$ cat config.mk
export PLATFORM = sky130hd
export DESIGN_NAME = inverter_link_frame_handler
export DESIGN_NICKNAME = d
export VERILOG_FILES = /design/src/design/link_frame_pkg.sv /design/src/design/inverter_link_frame_handler.sv /design/src/design/reply_wait_timer.sv /design/src/design/rx_byte_fifo.sv
export SDC_FILE = /design/constraint.sdc
export NUM_CORES = 1
export LEC_CHECK = 0
export BUFFER_PORTS_ARGS = -buffer_cell sky130_fd_sc_hd__buf_2
export CAP_MARGIN = 5
export CORE_AREA = 2 2 241 243
export CTS_CLUSTER_DIAMETER = 200
export CTS_CLUSTER_SIZE = 10
export DETAILED_ROUTE_END_ITERATION = 8
export DIE_AREA = 0 0 243 245
export PLACE_DENSITY = 0.65
export SYNTH_ARGS = -nofsm -noshare
export SYNTH_HDL_FRONTEND = slang
export SYNTH_SLANG_ARGS = --single-unit
$ cat constraint.sdc
create_clock -name CLK -period 5.75 [get_ports CLK]
set_input_delay 0.575 -clock CLK [delete_from_list [all_inputs] [get_ports CLK]]
set_output_delay 0.575 -clock CLK [all_outputs]
set_load 0.02 [all_outputs]
$ cat src/design/link_frame_pkg.sv
package link_frame_pkg;
   localparam logic [7:0] CH_STX        = 8'h02;
   localparam logic [7:0] CH_ETX        = 8'h03;
   localparam logic [7:0] CH_ENQ        = 8'h05;
   localparam logic [7:0] CH_ACK        = 8'h06;
   localparam logic [7:0] CH_LF         = 8'h0a;
   localparam logic [7:0] CH_CR         = 8'h0d;
   localparam logic [7:0] CH_NAK        = 8'h15;
   localparam logic [7:0] ASCII_ZERO    = 8'h30;
   localparam logic [7:0] ASCII_NINE    = 8'h39;
   localparam logic [7:0] ASCII_A       = 8'h41;
   localparam logic [7:0] ASCII_F       = 8'h46;
   localparam logic [7:0] ASCII_A_OFS   = 8'h37;
   localparam logic [3:0] HEX_TEN       = 4'ha;
   localparam logic [3:0] HEX_LETTER    = 4'h9;
   localparam logic [7:0] STATION_LIMIT = 8'h1f;
   localparam logic [7:0] CMD_RESET     = 8'hfd;
   localparam int         CMD_WRITE_BIT = 7;
   localparam logic [3:0] HDR_LAST      = 4'h4;
   localparam logic [3:0] DATA_LAST     = 4'h3;
   localparam logic [3:0] SUM_LAST      = 4'h1;
   localparam logic [3:0] ANS_CHARS     = 4'h3;
   localparam logic [3:0] ACK_BODY      = 4'h3;
   localparam logic [3:0] NAK_BODY      = 4'h4;
   localparam logic [3:0] READ_BODY     = 4'ha;
   localparam logic [3:0] READ_ETX_POS  = 4'h7;
   localparam logic [3:0] READ_SUM_HI   = 4'h8;
   localparam logic [3:0] READ_SUM_LO   = 4'h9;
   localparam logic [3:0] ERR_CHAR      = 4'h1;
   localparam logic [3:0] ERR_SUM       = 4'h2;
   localparam logic [3:0] ERR_TERM      = 4'h3;
   localparam logic [1:0] TERM_NONE     = 2'h0;
   localparam logic [1:0] TERM_CR       = 2'h1;
   localparam logic [1:0] TERM_CRLF     = 2'h2;
   localparam int         CLK_PERIOD_NS = 10;
   localparam int         WAIT_STEP_MS  = 10;
   localparam int         WAIT_STEP_CYC = WAIT_STEP_MS * 1000000 / CLK_PERIOD_NS;
   localparam int         RX_FIFO_DEPTH = 32;
   localparam int         BYTE_W        = 8;

   typedef enum logic [1:0] {RPL_ACK = 2'h0, RPL_NAK = 2'h1, RPL_READ = 2'h2} reply_t;

   typedef struct packed {
      logic        write;
      logic [7:0]  code;
      logic [15:0] data;
   } request_t;

   function automatic logic hex_ok(input logic [7:0] c);
      return (c >= ASCII_ZERO && c <= ASCII_NINE) || (c >= ASCII_A && c <= ASCII_F);
   endfunction

   function automatic logic [3:0] hex_val(input logic [7:0] c);
      return (c <= ASCII_NINE) ? c[3:0] : c[3:0] + HEX_LETTER;
   endfunction

   function automatic logic [7:0] to_hex(input logic [3:0] n);
      return (n < HEX_TEN) ? (ASCII_ZERO | {4'h0, n}) : ASCII_A_OFS + {4'h0, n};
   endfunction

   function automatic logic [3:0] term_len(input logic [1:0] mode);
      return (mode == TERM_CRLF) ? 4'h2 : (mode == TERM_CR) ? 4'h1 : 4'h0;
   endfunction
endpackage

$ cat src/design/inverter_link_frame_handler.sv
`timescale 1ns/1ns
// Functional notes
// [RULE1] - An enquiry character always starts a new request, dropping any partial frame.
// [RULE2] - A reply for an error-free write frame starts with the acknowledge character.
// [RULE3] - A reply for a frame with an error starts with the negative-acknowledge character.
// [RULE4] - The station field is two hex digits 00 to 1F and only frames for this station are answered.
// [RULE5] - Every field is sent as hex digits, each carried as its ASCII code.
// [RULE6] - The reply is held back by the request's wait digit times 10 ms, 0 to 150 ms.
// [RULE7] - The sum check is the low byte of the sum of the covered ASCII codes, as two hex digits, recomputed on receipt.
// [RULE8] - Command codes with the top bit set use the write format with data, the others the read format.
// [RULE9] - A good write gets a short acknowledge, a bad one a negative acknowledge, and a reset gets no reply.
// [RULE10] - The host answers a read reply with acknowledge or negative acknowledge, and writes need no answer.
// [RULE11] - A negative acknowledge from the host makes the station send the same read data again.
// [RULE12] - Consecutive data errors beyond the allowed count stop the drive and raise the link alarm.
// [RULE13] - Retries are up to the host, and too many of them halt the station with the link alarm.
// [RULE14] - Frames end in nothing, CR, or CR LF as configured, and replies end the same way.
// [RULE15] - The command code selects the function and how the data field is decoded.
// [RULE16] - A good read reply wraps its data in start and end of text, then sum check and terminator.
// [RULE17] - The sum check covers everything after the leading control character up to the sum digits.
module inverter_link_frame_handler
   import link_frame_pkg::*;
#(
   parameter int WAIT_STEP_CYCLES = WAIT_STEP_CYC,
   parameter int FIFO_DEPTH       = RX_FIFO_DEPTH
) (
   input  wire logic        CLK,
   input  wire logic        RESET,
   input  wire logic [4:0]  STATION,
   input  wire logic [1:0]  TERM_MODE,
   input  wire logic [3:0]  ALLOW_RETRY,
   input  wire logic        RX_VALID,
   output logic             RX_READY,
   input  wire logic [7:0]  RX_DATA,
   output logic             TX_VALID,
   input  wire logic        TX_READY,
   output logic      [7:0]  TX_DATA,
   output logic             REQ_VALID,
   output request_t         REQ,
   input  wire logic [15:0] RD_DATA,
   output logic             OPTION_COMM_ALARM,
   output logic             DRIVE_STOP
);
   typedef enum logic [8:0] {
      ST_IDLE   = 9'h001,
      ST_HDR    = 9'h002,
      ST_DATA   = 9'h004,
      ST_SUM    = 9'h008,
      ST_TERM   = 9'h010,
      ST_EVAL   = 9'h020,
      ST_WAIT   = 9'h040,
      ST_SEND   = 9'h080,
      ST_ANSWER = 9'h100
   } state_t;

   state_t      state_reg, state_next;
   logic [3:0]  cnt_reg, cnt_next;
   logic [7:0]  rsum_reg, rsum_next;
   logic [7:0]  csum_reg, csum_next;
   logic [19:0] hdr_reg, hdr_next;
   logic [15:0] data_reg, data_next;
   logic        err_reg, err_next;
   logic [3:0]  ecode_reg, ecode_next;
   reply_t      reply_reg, reply_next;
   logic [15:0] rdata_reg, rdata_next;
   logic [3:0]  errcnt_reg, errcnt_next;
   logic        alarm_reg, alarm_next;
   logic [3:0]  pos_reg, pos_next;
   logic [7:0]  tsum_reg, tsum_next;
   logic [7:0]  txb_reg, txb_next;
   logic        ans_nak_reg, ans_nak_next;
   logic        reqv_reg, reqv_next;
   request_t    req_reg, req_next;
   logic        timer_start;
   logic        timer_done;
   logic        fifo_valid;
   logic        rx_take;
   logic [7:0]  rx_byte;

   function automatic logic [3:0] body_len(input reply_t k);
      return (k == RPL_READ) ? READ_BODY : (k == RPL_NAK) ? NAK_BODY : ACK_BODY;
   endfunction

   function automatic logic [7:0] reply_byte(input reply_t k, input logic [3:0] p, input logic [7:0] s,
                                             input logic [15:0] d, input logic [3:0] e,
                                             input logic [4:0] stn, input logic [1:0] tm);
      logic [7:0] b;
      b = 8'h00;
      if (p == 4'h0)
         b = (k == RPL_READ) ? CH_STX : (k == RPL_NAK) ? CH_NAK : CH_ACK; // [RULE2] [RULE3] [RULE16]
      else if (p == 4'h1)
         b = to_hex({3'h0, stn[4]}); // [RULE5]
      else if (p == 4'h2)
         b = to_hex(stn[3:0]);
      else if (p < body_len(k))
      begin
         if (k == RPL_NAK)
            b = to_hex(e);
         else if (p == READ_ETX_POS)
            b = CH_ETX; // [RULE16]
         else if (p == READ_SUM_HI)
            b = to_hex(s[7:4]); // [RULE7]
         else if (p == READ_SUM_LO)
            b = to_hex(s[3:0]);
         else
            b = to_hex(d[4'(15 - 4 * (p - 4'h3)) -: 4]);
      end
      else
         b = (p == body_len(k) && tm != TERM_NONE) ? CH_CR : CH_LF; // [RULE14]
      return b;
   endfunction

   rx_byte_fifo #(.WIDTH(BYTE_W), .DEPTH(FIFO_DEPTH)) u_fifo (
      .clk       (CLK),
      .reset     (RESET),
      .in_valid  (RX_VALID),
      .in_ready  (RX_READY),
      .in_data   (RX_DATA),
      .out_valid (fifo_valid),
      .out_ready (rx_take),
      .out_data  (rx_byte)
   );

   reply_wait_timer #(.STEP_CYCLES(WAIT_STEP_CYCLES)) u_wait (
      .clk   (CLK),
      .reset (RESET),
      .start (timer_start),
      .steps (hdr_reg[3:0]),
      .done  (timer_done)
   );

   wire         rx_state  = state_reg inside {ST_IDLE, ST_HDR, ST_DATA, ST_SUM, ST_TERM, ST_ANSWER};
   assign rx_take = fifo_valid && rx_state;
   wire         is_enq    = rx_byte == CH_ENQ;
   wire [3:0]   nib       = hex_val(rx_byte);
   wire         bad_char  = !hex_ok(rx_byte); // [RULE5]
   wire [3:0]   cnt_inc   = cnt_reg + 4'h1;
   wire [7:0]   sum_add   = rsum_reg + rx_byte; // [RULE7] [RULE17]
   wire [19:0]  hdr_shift = {hdr_reg[15:0], nib};
   wire [3:0]   tlen      = term_len(TERM_MODE);
   wire [7:0]   stn_field = hdr_reg[19:12];
   wire [7:0]   cmd_field = hdr_reg[11:4];
   wire         own_stn   = stn_field <= STATION_LIMIT && stn_field[4:0] == STATION; // [RULE4]
   wire         sum_bad   = rsum_reg != csum_reg; // [RULE7]
   wire         is_reset  = cmd_field == CMD_RESET; // [RULE15]
   wire [7:0]   term_exp  = (cnt_reg == 4'h0) ? CH_CR : CH_LF; // [RULE14]
   wire [3:0]   last_pos  = body_len(reply_reg) + tlen - 4'h1;
   wire [3:0]   ans_last  = ANS_CHARS + tlen - 4'h1;
   wire         covered   = reply_reg == RPL_READ && pos_reg != 4'h0 && pos_reg <= READ_ETX_POS; // [RULE17]
   wire [3:0]   errcnt_up = (errcnt_reg == 4'hf) ? errcnt_reg : errcnt_reg + 4'h1;
   wire         too_many  = errcnt_reg > ALLOW_RETRY; // [RULE12] [RULE13]

   always_comb
   begin
      state_next   = state_reg;
      cnt_next     = cnt_reg;
      rsum_next    = rsum_reg;
      csum_next    = csum_reg;
      hdr_next     = hdr_reg;
      data_next    = data_reg;
      err_next     = err_reg;
      ecode_next   = ecode_reg;
      reply_next   = reply_reg;
      rdata_next   = rdata_reg;
      errcnt_next  = errcnt_reg;
      alarm_next   = alarm_reg | too_many; // [RULE12]
      pos_next     = pos_reg;
      tsum_next    = tsum_reg;
      ans_nak_next = ans_nak_reg;
      reqv_next    = 1'b0;
      req_next     = req_reg;
      timer_start  = 1'b0;
      if (rx_take && is_enq)
      begin
         state_next = ST_HDR; // [RULE1]
         cnt_next   = 4'h0;
         rsum_next  = 8'h00;
         err_next   = 1'b0;
         data_next  = 16'h0000;
      end
      else if (rx_take)
      begin
         cnt_next = cnt_inc;
         unique case (state_reg)
            ST_HDR, ST_DATA:
            begin
               rsum_next = sum_add;
               err_next  = err_reg | bad_char;
               if (state_reg == ST_HDR)
                  hdr_next = hdr_shift;
               else
                  data_next = {data_reg[11:0], nib};
               if (state_reg == ST_HDR && cnt_reg == HDR_LAST)
               begin
                  cnt_next   = 4'h0;
                  state_next = hdr_shift[4 + CMD_WRITE_BIT] ? ST_DATA : ST_SUM; // [RULE8]
               end
               else if (state_reg == ST_DATA && cnt_reg == DATA_LAST)
               begin
                  cnt_next   = 4'h0;
                  state_next = ST_SUM;
               end
            end
            ST_SUM:
            begin
               csum_next = {csum_reg[3:0], nib};
               err_next  = err_reg | bad_char;
               if (cnt_reg == SUM_LAST)
               begin
                  cnt_next   = 4'h0;
                  state_next = (tlen == 4'h0) ? ST_EVAL : ST_TERM;
               end
            end
            ST_TERM:
            begin
               if (rx_byte != term_exp)
               begin
                  err_next   = 1'b1; // [RULE14]
                  ecode_next = ERR_TERM;
               end
               if (cnt_inc == tlen)
                  state_next = ST_EVAL;
            end
            ST_ANSWER:
            begin
               if (cnt_reg == 4'h0)
               begin
                  cnt_next     = (rx_byte == CH_ACK || rx_byte == CH_NAK) ? 4'h1 : 4'h0; // [RULE10]
                  ans_nak_next = rx_byte == CH_NAK;
               end
               else if (cnt_reg == ans_last)
               begin
                  cnt_next    = 4'h0;
                  state_next  = ans_nak_reg ? ST_SEND : ST_IDLE; // [RULE11]
                  pos_next    = 4'h0;
                  tsum_next   = 8'h00;
                  errcnt_next = ans_nak_reg ? errcnt_up : 4'h0; // [RULE12]
               end
            end
            default: cnt_next = 4'h0;
         endcase
         if (state_reg inside {ST_HDR, ST_DATA, ST_SUM} && bad_char && !err_reg)
            ecode_next = ERR_CHAR;
      end
      else
      begin
         unique case (state_reg)
            ST_EVAL:
            begin
               state_next = ST_IDLE;
               if (own_stn && !alarm_reg)
               begin
                  if (err_reg || sum_bad)
                  begin
                     reply_next  = RPL_NAK; // [RULE9]
                     ecode_next  = err_reg ? ecode_reg : ERR_SUM;
                     errcnt_next = errcnt_up; // [RULE13]
                     state_next  = ST_WAIT;
                     timer_start = 1'b1;
                  end
                  else
                  begin
                     errcnt_next = 4'h0;
                     reqv_next   = 1'b1; // [RULE15]
                     req_next    = '{write: cmd_field[CMD_WRITE_BIT], code: cmd_field, data: data_reg};
                     reply_next  = cmd_field[CMD_WRITE_BIT] ? RPL_ACK : RPL_READ; // [RULE8]
                     state_next  = is_reset ? ST_IDLE : ST_WAIT; // [RULE9]
                     timer_start = !is_reset;
                  end
               end
            end
            ST_WAIT:
               if (timer_done)
               begin
                  state_next = ST_SEND; // [RULE6]
                  pos_next   = 4'h0;
                  tsum_next  = 8'h00;
                  if (reply_reg == RPL_READ)
                     rdata_next = RD_DATA;
               end
            ST_SEND:
               if (TX_READY)
               begin
                  tsum_next = tsum_reg + (covered ? txb_reg : 8'h00); // [RULE7]
                  pos_next  = pos_reg + 4'h1;
                  if (pos_reg == last_pos)
                  begin
                     state_next = (reply_reg == RPL_READ) ? ST_ANSWER : ST_IDLE;
                     cnt_next   = 4'h0;
                  end
               end
            default: state_next = state_reg;
         endcase
      end
      txb_next = reply_byte(reply_next, pos_next, tsum_next, rdata_next, ecode_next, STATION, TERM_MODE);
   end

   always_ff @(posedge CLK)
   begin
      if (RESET)
      begin
         state_reg   <= ST_IDLE;
         cnt_reg     <= 4'h0;
         rsum_reg    <= 8'h00;
         csum_reg    <= 8'h00;
         hdr_reg     <= 20'h00000;
         data_reg    <= 16'h0000;
         err_reg     <= 1'b0;
         ecode_reg   <= 4'h0;
         reply_reg   <= RPL_ACK;
         rdata_reg   <= 16'h0000;
         errcnt_reg  <= 4'h0;
         alarm_reg   <= 1'b0;
         pos_reg     <= 4'h0;
         tsum_reg    <= 8'h00;
         txb_reg     <= 8'h00;
         ans_nak_reg <= 1'b0;
         reqv_reg    <= 1'b0;
         req_reg     <= '0;
      end
      else
      begin
         state_reg   <= state_next;
         cnt_reg     <= cnt_next;
         rsum_reg    <= rsum_next;
         csum_reg    <= csum_next;
         hdr_reg     <= hdr_next;
         data_reg    <= data_next;
         err_reg     <= err_next;
         ecode_reg   <= ecode_next;
         reply_reg   <= reply_next;
         rdata_reg   <= rdata_next;
         errcnt_reg  <= errcnt_next;
         alarm_reg   <= alarm_next;
         pos_reg     <= pos_next;
         tsum_reg    <= tsum_next;
         txb_reg     <= txb_next;
         ans_nak_reg <= ans_nak_next;
         reqv_reg    <= reqv_next;
         req_reg     <= req_next;
      end
   end

   assign TX_VALID          = state_reg == ST_SEND;
   assign TX_DATA           = txb_reg;
   assign REQ_VALID         = reqv_reg;
   assign REQ               = req_reg;
   assign OPTION_COMM_ALARM = alarm_reg; // [RULE12]
   assign DRIVE_STOP        = alarm_reg;
endmodule // inverter_link_frame_handler

$ cat src/design/reply_wait_timer.sv
`timescale 1ns/1ns
module reply_wait_timer #(
   parameter int STEP_CYCLES = 1000000
) (
   input  wire logic       clk,
   input  wire logic       reset,
   input  wire logic       start,
   input  wire logic [3:0] steps,
   output logic            done
);
   localparam int TW = $clog2(STEP_CYCLES + 1);
   logic          busy_reg;
   logic [3:0]    steps_reg;
   logic [TW-1:0] tick_reg;
   wire           tick_end = tick_reg == TW'(STEP_CYCLES - 1);

   // Done once the requested number of whole steps has elapsed
   assign done = busy_reg && steps_reg == 4'h0;

   always_ff @(posedge clk)
   begin
      if (reset)
      begin
         busy_reg  <= 1'b0;
         steps_reg <= 4'h0;
         tick_reg  <= '0;
      end
      else if (start)
      begin
         busy_reg  <= 1'b1;
         steps_reg <= steps;
         tick_reg  <= '0;
      end
      else if (busy_reg)
      begin
         busy_reg  <= !done;
         tick_reg  <= (tick_end || done) ? '0 : TW'(tick_reg + 1'b1);
         steps_reg <= (tick_end && !done) ? steps_reg - 4'h1 : steps_reg;
      end
   end
endmodule // reply_wait_timer

$ cat src/design/rx_byte_fifo.sv
`timescale 1ns/1ns
module rx_byte_fifo #(
   parameter int WIDTH = 8,
   parameter int DEPTH = 32
) (
   input  wire logic             clk,
   input  wire logic             reset,
   input  wire logic             in_valid,
   output logic                  in_ready,
   input  wire logic [WIDTH-1:0] in_data,
   output logic                  out_valid,
   input  wire logic             out_ready,
   output logic      [WIDTH-1:0] out_data
);
   localparam int AW = $clog2(DEPTH);
   logic [WIDTH-1:0] mem [DEPTH];
   logic [AW-1:0]    wr_reg;
   logic [AW-1:0]    rd_reg;
   logic [AW:0]      count_reg;
   wire              push = in_valid && in_ready;
   wire              pop  = out_valid && out_ready;

   assign in_ready  = count_reg != (AW+1)'(DEPTH);
   assign out_valid = count_reg != '0;
   assign out_data  = mem[rd_reg];

   always_ff @(posedge clk)
   begin
      if (push)
         mem[wr_reg] <= in_data;
   end

   always_ff @(posedge clk)
   begin
      if (reset)
      begin
         wr_reg    <= '0;
         rd_reg    <= '0;
         count_reg <= '0;
      end
      else
      begin
         wr_reg    <= push ? AW'(wr_reg + 1'b1) : wr_reg;
         rd_reg    <= pop ? AW'(rd_reg + 1'b1) : rd_reg;
         count_reg <= count_reg + (AW+1)'(push) - (AW+1)'(pop);
      end
   end
endmodule // rx_byte_fifo

==> metrics.txt, run 1 <==
outcome finished clean; Routed Wire Length 51.8 mm; Crit Path Max Fanout 15; number of port buffers 75; Max rail drop VDD roughly 0.00023 V; Initial Util 36.5%; worst-margin pin slew 1.19 ns; DR pass1 iterations 5; Synth Instances 1930; clock latency on the worst-skew pair roughly 0.6 ns; power per standard cell area 338 nW/um2; die footprint 59500 um2; sequential element share of the synthesized area 54.6%; RSZ-0062 raised after global routing false; WL per Instance between 15 and 20 um; Final min period 5.40 ns; hold buffers post-CTS 0; initial antenna violation count 0; pre-CTS WS 0.270 ns; CP endpoint kind register; NumNets Final 2098; leak pwr approximately 8.2 nW; cts bufs inserted 49; relative slew slack 20.5%; sw power 0.00234 W; Congestion Overflow GR 0; CTS HTree Levels 2; Largest Register u_fifo.mem; site row count 88; clock-pin slew on the worst setup and hold paths 0.07 ns; synth warn 0; Clk pwr share 35.8%; Layout Skew approximately 0.025 ns; setup_tns 0 ns; gp weighted congestion 0.909; number of synthesized flops with an enable pin between 200 and 300; Placed Cells 2699; final hold vios 0; Area Overhead vs Synth 11.9%; Sw Share 29.7%; Post-Syn Area per Cell 10.8 um2; CTS root buf clkbuf_16; total clock sinks 440; FF+latch area around 11000 um2; synthesized cell area 20800 um2; fill count 5453; Yosys cell types 88; Critical Path Sink TX_DATA[2]$_SDFF_PP0_; Seq cells post-synth 440; post-route clock period utilization 94.0%; CP Data Required Time 6.28 ns; number of DRC markers in iteration 0 ~1300; Setup-failing EPs final 0; post-synthesis net count 2043; ys flop type edfxtp_1; kind of critical path register to register; Final Non-Filler Cells approximately 2800; max reg flops 256; vias ~15000; # IOs 77; combinational share of power 20.3%; core area about 57000 um2; largest net degree at the start of global routing 65; DRC Markers 0; CTS max path bufs 3; routed vias/inst 5.36; final setup margin approximately 0.35 ns; f_max between 150 and 200 MHz; Internal 0.00555 W; async set-or-reset flop fraction in the synthesized netlist 0%; first-pass GRT wire length 81.2 mm; Max-cap violations 0; HP Class input pin to register; antenna viol nets, final 0; ANT cells 0; Die Ht 245 um; CTS tree yes; Seq pwr share 43.9%; layout cells sized above 1 around a tenth; critical path arrival 5.94 ns; reg2reg path depth 18; worst r2r dst TX_DATA[2]$_SDFF_PP0_; Slew Viols, Final 0; crit path launch type register; All-Layer GR Usage 17.1%; DPL Wire Length 36.0 mm; footprint of the multi-input gates 8710 um2; setup slack, reg-to-reg 0.35 ns; number of global-route vias before repair 14715; Die Wd 243 um
[layout by cell type (no fill, tap or decap), types with 40 or more instances in the layout]
cell type / instances
a21oi_1: 144
a22oi_1: 62
buf_2: 74
clkbuf_16: 49
dfxtp_1: 183
edfxtp_1: 256
ha_1: 71
inv_1: 74
mux2i_1: 162
nand2_1: 194
nand3_1: 53
nor2_1: 207
o21ai_0: 41
xnor2_1: 40
[worst min path at each step]
stage	from	end	slack, ns	depth (start not counted)
final	RD_DATA[13]	rdata_reg[13]$_SDFF_PP0_	0.25	3
after global routing	RD_DATA[5]	rdata_reg[5]$_SDFF_PP0_	0.26	3
after global placement	REQ[19]$_SDFFE_PP0P_	REQ[19]$_SDFFE_PP0P_	0.44	2
after detailed placement	REQ[22]$_SDFFE_PP0P_	REQ[22]$_SDFFE_PP0P_	0.45	2
after CTS	RD_DATA[13]	rdata_reg[13]$_SDFF_PP0_	0.23	3
after floorplan	hdr_reg[17]$_SDFFE_PP0P_	hdr_reg[17]$_SDFFE_PP0P_	0.44	2
[Yosys cell counts (5+ instances only)]
library cell	n	area share [%]
a211o_1	10	0.42
a211oi_1	11	0.40
a21o_1	7	0.25
a21oi_1	145	3.5
a22oi_1	62	2.2
a31oi_1	8	0.24
and2_1	22	0.66
and3_1	9	0.27
buf_2	12	0.29
buf_4	14	0.50
buf_6	6	0.32
clkbuf_1	59	1.1
dfxtp_1	184	18
edfxtp_1	256	37
ha_1	71	4.3
inv_1	74	1.3
mux2i_1	162	7.8
nand2_1	194	3.5
nand2b_1	20	0.60
nand3_1	53	1.3
nand4_1	26	0.78
nand4b_1	5	0.21
nor2_1	208	3.7
nor2b_1	18	0.54
nor3_1	26	0.62
nor3b_1	8	0.29
nor4_1	11	0.33
nor4b_1	6	0.25
o211ai_1	8	0.29
o21a_1	5	0.18
o21ai_0	42	1.0
or2_2	9	0.27
or3_1	11	0.33
or4_1	7	0.25
xnor2_1	40	1.7
xor2_1	23	0.97
[cells by family after synthesis]
kind of cell	share of synthesized area (%)
adder cells (fa/ha/maj)	4.55
AO/OA/AOI/OAI	11.3
AND/OR/NAND/NOR	14.8
multiplexers	8.52
other	0.0180
flip-flops	54.6
XOR/XNOR	2.65
buffers and inverters	3.64
[final cells by class]
cell class | instances | share of cell area (%)
clock inverter | 3 | 0.295
multi-input combinational | 1318 | 37.4
timing repair buffer | 99 | 2.50
sequential | 440 | 48.8
tap | 765 | 4.11
inverter | 77 | 1.24
clock buffer | 77 | 5.71
[through the flow]
stage | util (%) | power [W] | instance area [um2] | hold slack (ns)
4_1_cts | 40.9 | 0.00794 | 23300 | 0.234
2_1_floorplan | - | 0.00462 | 20800 | 0.436
6_report | 40.9 | 0.00789 | 23300 | 0.254
5_1_grt | 40.9 | 0.00822 | 23300 | 0.259
3_3_place_gp | 38.4 | 0.00507 | 21900 | 0.438
3_5_place_dp | 38.4 | 0.00511 | 21900 | 0.445
[layer usage]
metal  track usage, %  part of all wire (%)
met2             29.8                    49
met4             4.93                   2.0
met5                0                     0
met3             2.60                   5.4
met1             21.9                    43
[repair_timing]
| item | CTS | global route |
|---|---|---|
| buffers inserted | 0 | 0 |
| setup endpoints to repair | 0 | 3 |
| resized for setup | 0 | 1 |
[critical path, cell delays in order, from the launching register on]
cell and delay, ns:
dfxtp_1 0.44, nor2_1 0.79, buf_4 0.33, a22oi_1 0.11, a21oi_1 0.33, or4_1 0.32, nand4_1 0.28, o21ai_1 0.33
nand2_1 0.18, inv_1 0.15, ha_1 0.38, mux2i_1 0.20, mux2i_1 0.29, ha_1 0.22, inv_1 0.04, nor3_1 0.19
mux2_2 0.36, a211oi_1 0.25, a211o_1 0.13
[power by group through the flow]
stage	Clock [W]	Combinational [W]	Sequential, W
3_3_place_gp	0	0.00154	0.00352
5_1_grt	0.00302	0.00174	0.00347
4_1_cts	0.00288	0.00159	0.00346
2_1_floorplan	0	0.00114	0.00349
3_5_place_dp	0	0.00159	0.00353
6_report	0.00283	0.00160	0.00346
(Power assumes the default switching activity.)
==> run 2, diff against run 1 <==
Settings changed: PLACE_DENSITY 0.65 to 0.63.
Clock period 5.75 ns to 6.65 ns, I/O delays scaled along.
==> metrics.txt, run 2 (synthesis gave the netlist of run 1 again) <==
DRC Markers 0 (unchanged); layout cells sized above 1 9.12% (-0.31 points); Internal 0.00477 W (-14%); routed vias/inst 5.34 (-0.48%); most common cell after layout, fill and taps aside edfxtp_1; Largest Register u_fifo.mem; max reg flops 256 (unchanged); Final Cell Area 23200 um2 (-0.41%); Sw Share 29.7% (about the same); Max rail drop VDD 0.000203 V (-10%); Congestion Overflow GR 0 (unchanged); NumNets Final 2093 (-0.24%); cells resized by post-CTS repair 0 (unchanged); number of DRC markers in iteration 0 1233 (-5.9%); Setup-failing EPs final 0 (unchanged); Area Overhead vs Synth 11.5%; relative slew slack 27.6% (+7.1 points); FF+latch area 11400 um2 (unchanged); DPL Wire Length 35.7 mm (-0.81%); fill count 5525 (+1.3%); vias 14802 (-0.69%); final hold vios 0 (unchanged); cts bufs inserted 49 (unchanged); Slew Viols, Final 0 (unchanged); CTS root buf clkbuf_16; first-pass GRT wire length 79.7 mm (-1.9%); outcome finished clean; CTS max path bufs 3 (unchanged); footprint of the multi-input gates 8710 um2 (about the same); Die Ht 245 um (unchanged); die footprint 59500 um2 (unchanged); CTS tree yes; power per standard cell area 292 nW/um2 (-14%); site row count 88 (unchanged); worst-margin pin slew 1.08 ns (-0.105 ns); All-Layer GR Usage 16.8% (-0.29 points); final hold slack 0.346 ns (+0.0922 ns); most frequent cells in the layout edfxtp_1 (256), nor2_1 (207), nand2_1 (194); clock-pin slew on the worst setup and hold paths 0.06 ns (about the same); HP Class input pin to register; Clk pwr share 35.6% (-0.2 points); WL per Instance 18.3 um (-1.7%); Initial Util 36.5% (unchanged); Final min period 5.67 ns (+0.265 ns); # IOs 77 (unchanged); antenna viol nets, final 0 (unchanged); sw power 0.00202 W (-14%); leak pwr 8.14 nW (-0.51%); Routed Wire Length 50.8 mm (-1.9%); Die Wd 243 um (unchanged); critical path arrival 6.20 ns (+0.26 ns); gp weighted congestion 0.935 (+2.8%); kind of critical path register to register; # Post-CTS Setup Buffers 0 (unchanged); largest net degree at the start of global routing 80 (+23%); f_max 176 MHz (-4.7%); Seq pwr share 44.2% (+0.3 points); total clock sinks 440 (unchanged); clock latency on the worst-skew pair 0.59 ns (about the same); post-route clock period utilization 85.2% (-8.7 points); core area 57000 um2 (unchanged); combinational share of power 20.2% (about the same); CTS HTree Levels 2 (unchanged); Crit Path Max Fanout 11 (-4); hold buffers post-CTS 0 (unchanged); number of global-route vias before repair 14440 (-1.9%); DP Area 21800 um2 (-0.29%); DR pass1 iterations 6 (+1); CP endpoint kind register; crit path launch type register; setup_tns 0 ns (unchanged); Max-cap violations 0 (unchanged); initial antenna violation count 3 (+3); number of port buffers 75 (unchanged); Final Power 0.00679 W (-14%); Layout Skew 0.0168 ns (-0.00788 ns); RSZ-0062 raised after global routing false; Final Non-Filler Cells 2773 (-0.22%); Placed Cells 2694 (-0.19%); CP Data Required Time 7.18 ns (+0.90 ns)
[run 2: cell count changes in the layout (fill, tap and decap cells not counted), sizes merged]
cell / delta
diode: +2
clkbuf: -2
clkinv: -2
buf: -5
inv: +1
[run 2: critical path, cell delays in order (launching register included)]
cell and delay, ns:
dfxtp_1 0.44, nor2_1 0.82, buf_4 0.34, a22oi_1 0.12, a21oi_1 0.46, or4_1 0.29, nand4_1 0.27, o31ai_4 0.69
ha_1 0.48, mux2i_1 0.20, mux2i_1 0.30, ha_1 0.21, inv_1 0.04, nor3_1 0.20, mux2_2 0.36, a211oi_1 0.24
a211o_1 0.12
[run 2: final cells by class]
| cell class | instances | area share (%) |
|---|---|---|
| diodes | 2 | 0.0216 |
| repair buffers | 94 | 2.24 |
| clock buffers | 75 | 5.70 |
| multi-input cells | 1318 | 37.5 |
| flip-flops and latches | 440 | 49.0 |
| well taps | 765 | 4.12 |
| clock inverters | 2 | 0.172 |
| inverters | 77 | 1.24 |
[run 2: layer usage]
layer / GRT usage, % / routed length (um) / part of all wire (%)
met5: 0 / 0 / 0
met4: 6.35 / 1440 / 2.8
met3: 3.11 / 3090 / 6.1
met2: 27.7 / 23800 / 47
met1: 21.9 / 22500 / 44
[run 2: per-stage QoR]
step | utilization (%) | worst slack (ns)
global placement | 38.3 | 1.17
finish | 40.7 | 0.982
CTS | 40.7 | 1.09
global route | 40.7 | 0.606
floorplan | - | 1.30
detailed placement | 38.3 | 1.12
[run 2: power by group through the flow]
stage	registers (W)	clock network, W	logic, W
finish	0.00300	0.00242	0.00137
global route	0.00301	0.00258	0.00148
CTS	0.00300	0.00247	0.00136
detailed placement	0.00305	0	0.00135
global placement	0.00305	0	0.00132
floorplan	0.00301	0	0.000982
[run 2: worst paths after layout]
kind | from | endpoint | slack (ns) | cells past startpoint
max reg2reg | register | TX_DATA[2]$_SDFF_PP0_ | 0.98 | 16
min | RD_DATA[13] | rdata_reg[13]$_SDFF_PP0_ | 0.35 | 3
max | register | TX_DATA[2]$_SDFF_PP0_ | 0.98 | 16
min reg2reg | REQ[18]$_SDFFE_PP0P_ | REQ[18]$_SDFFE_PP0P_ | 0.44 | 2
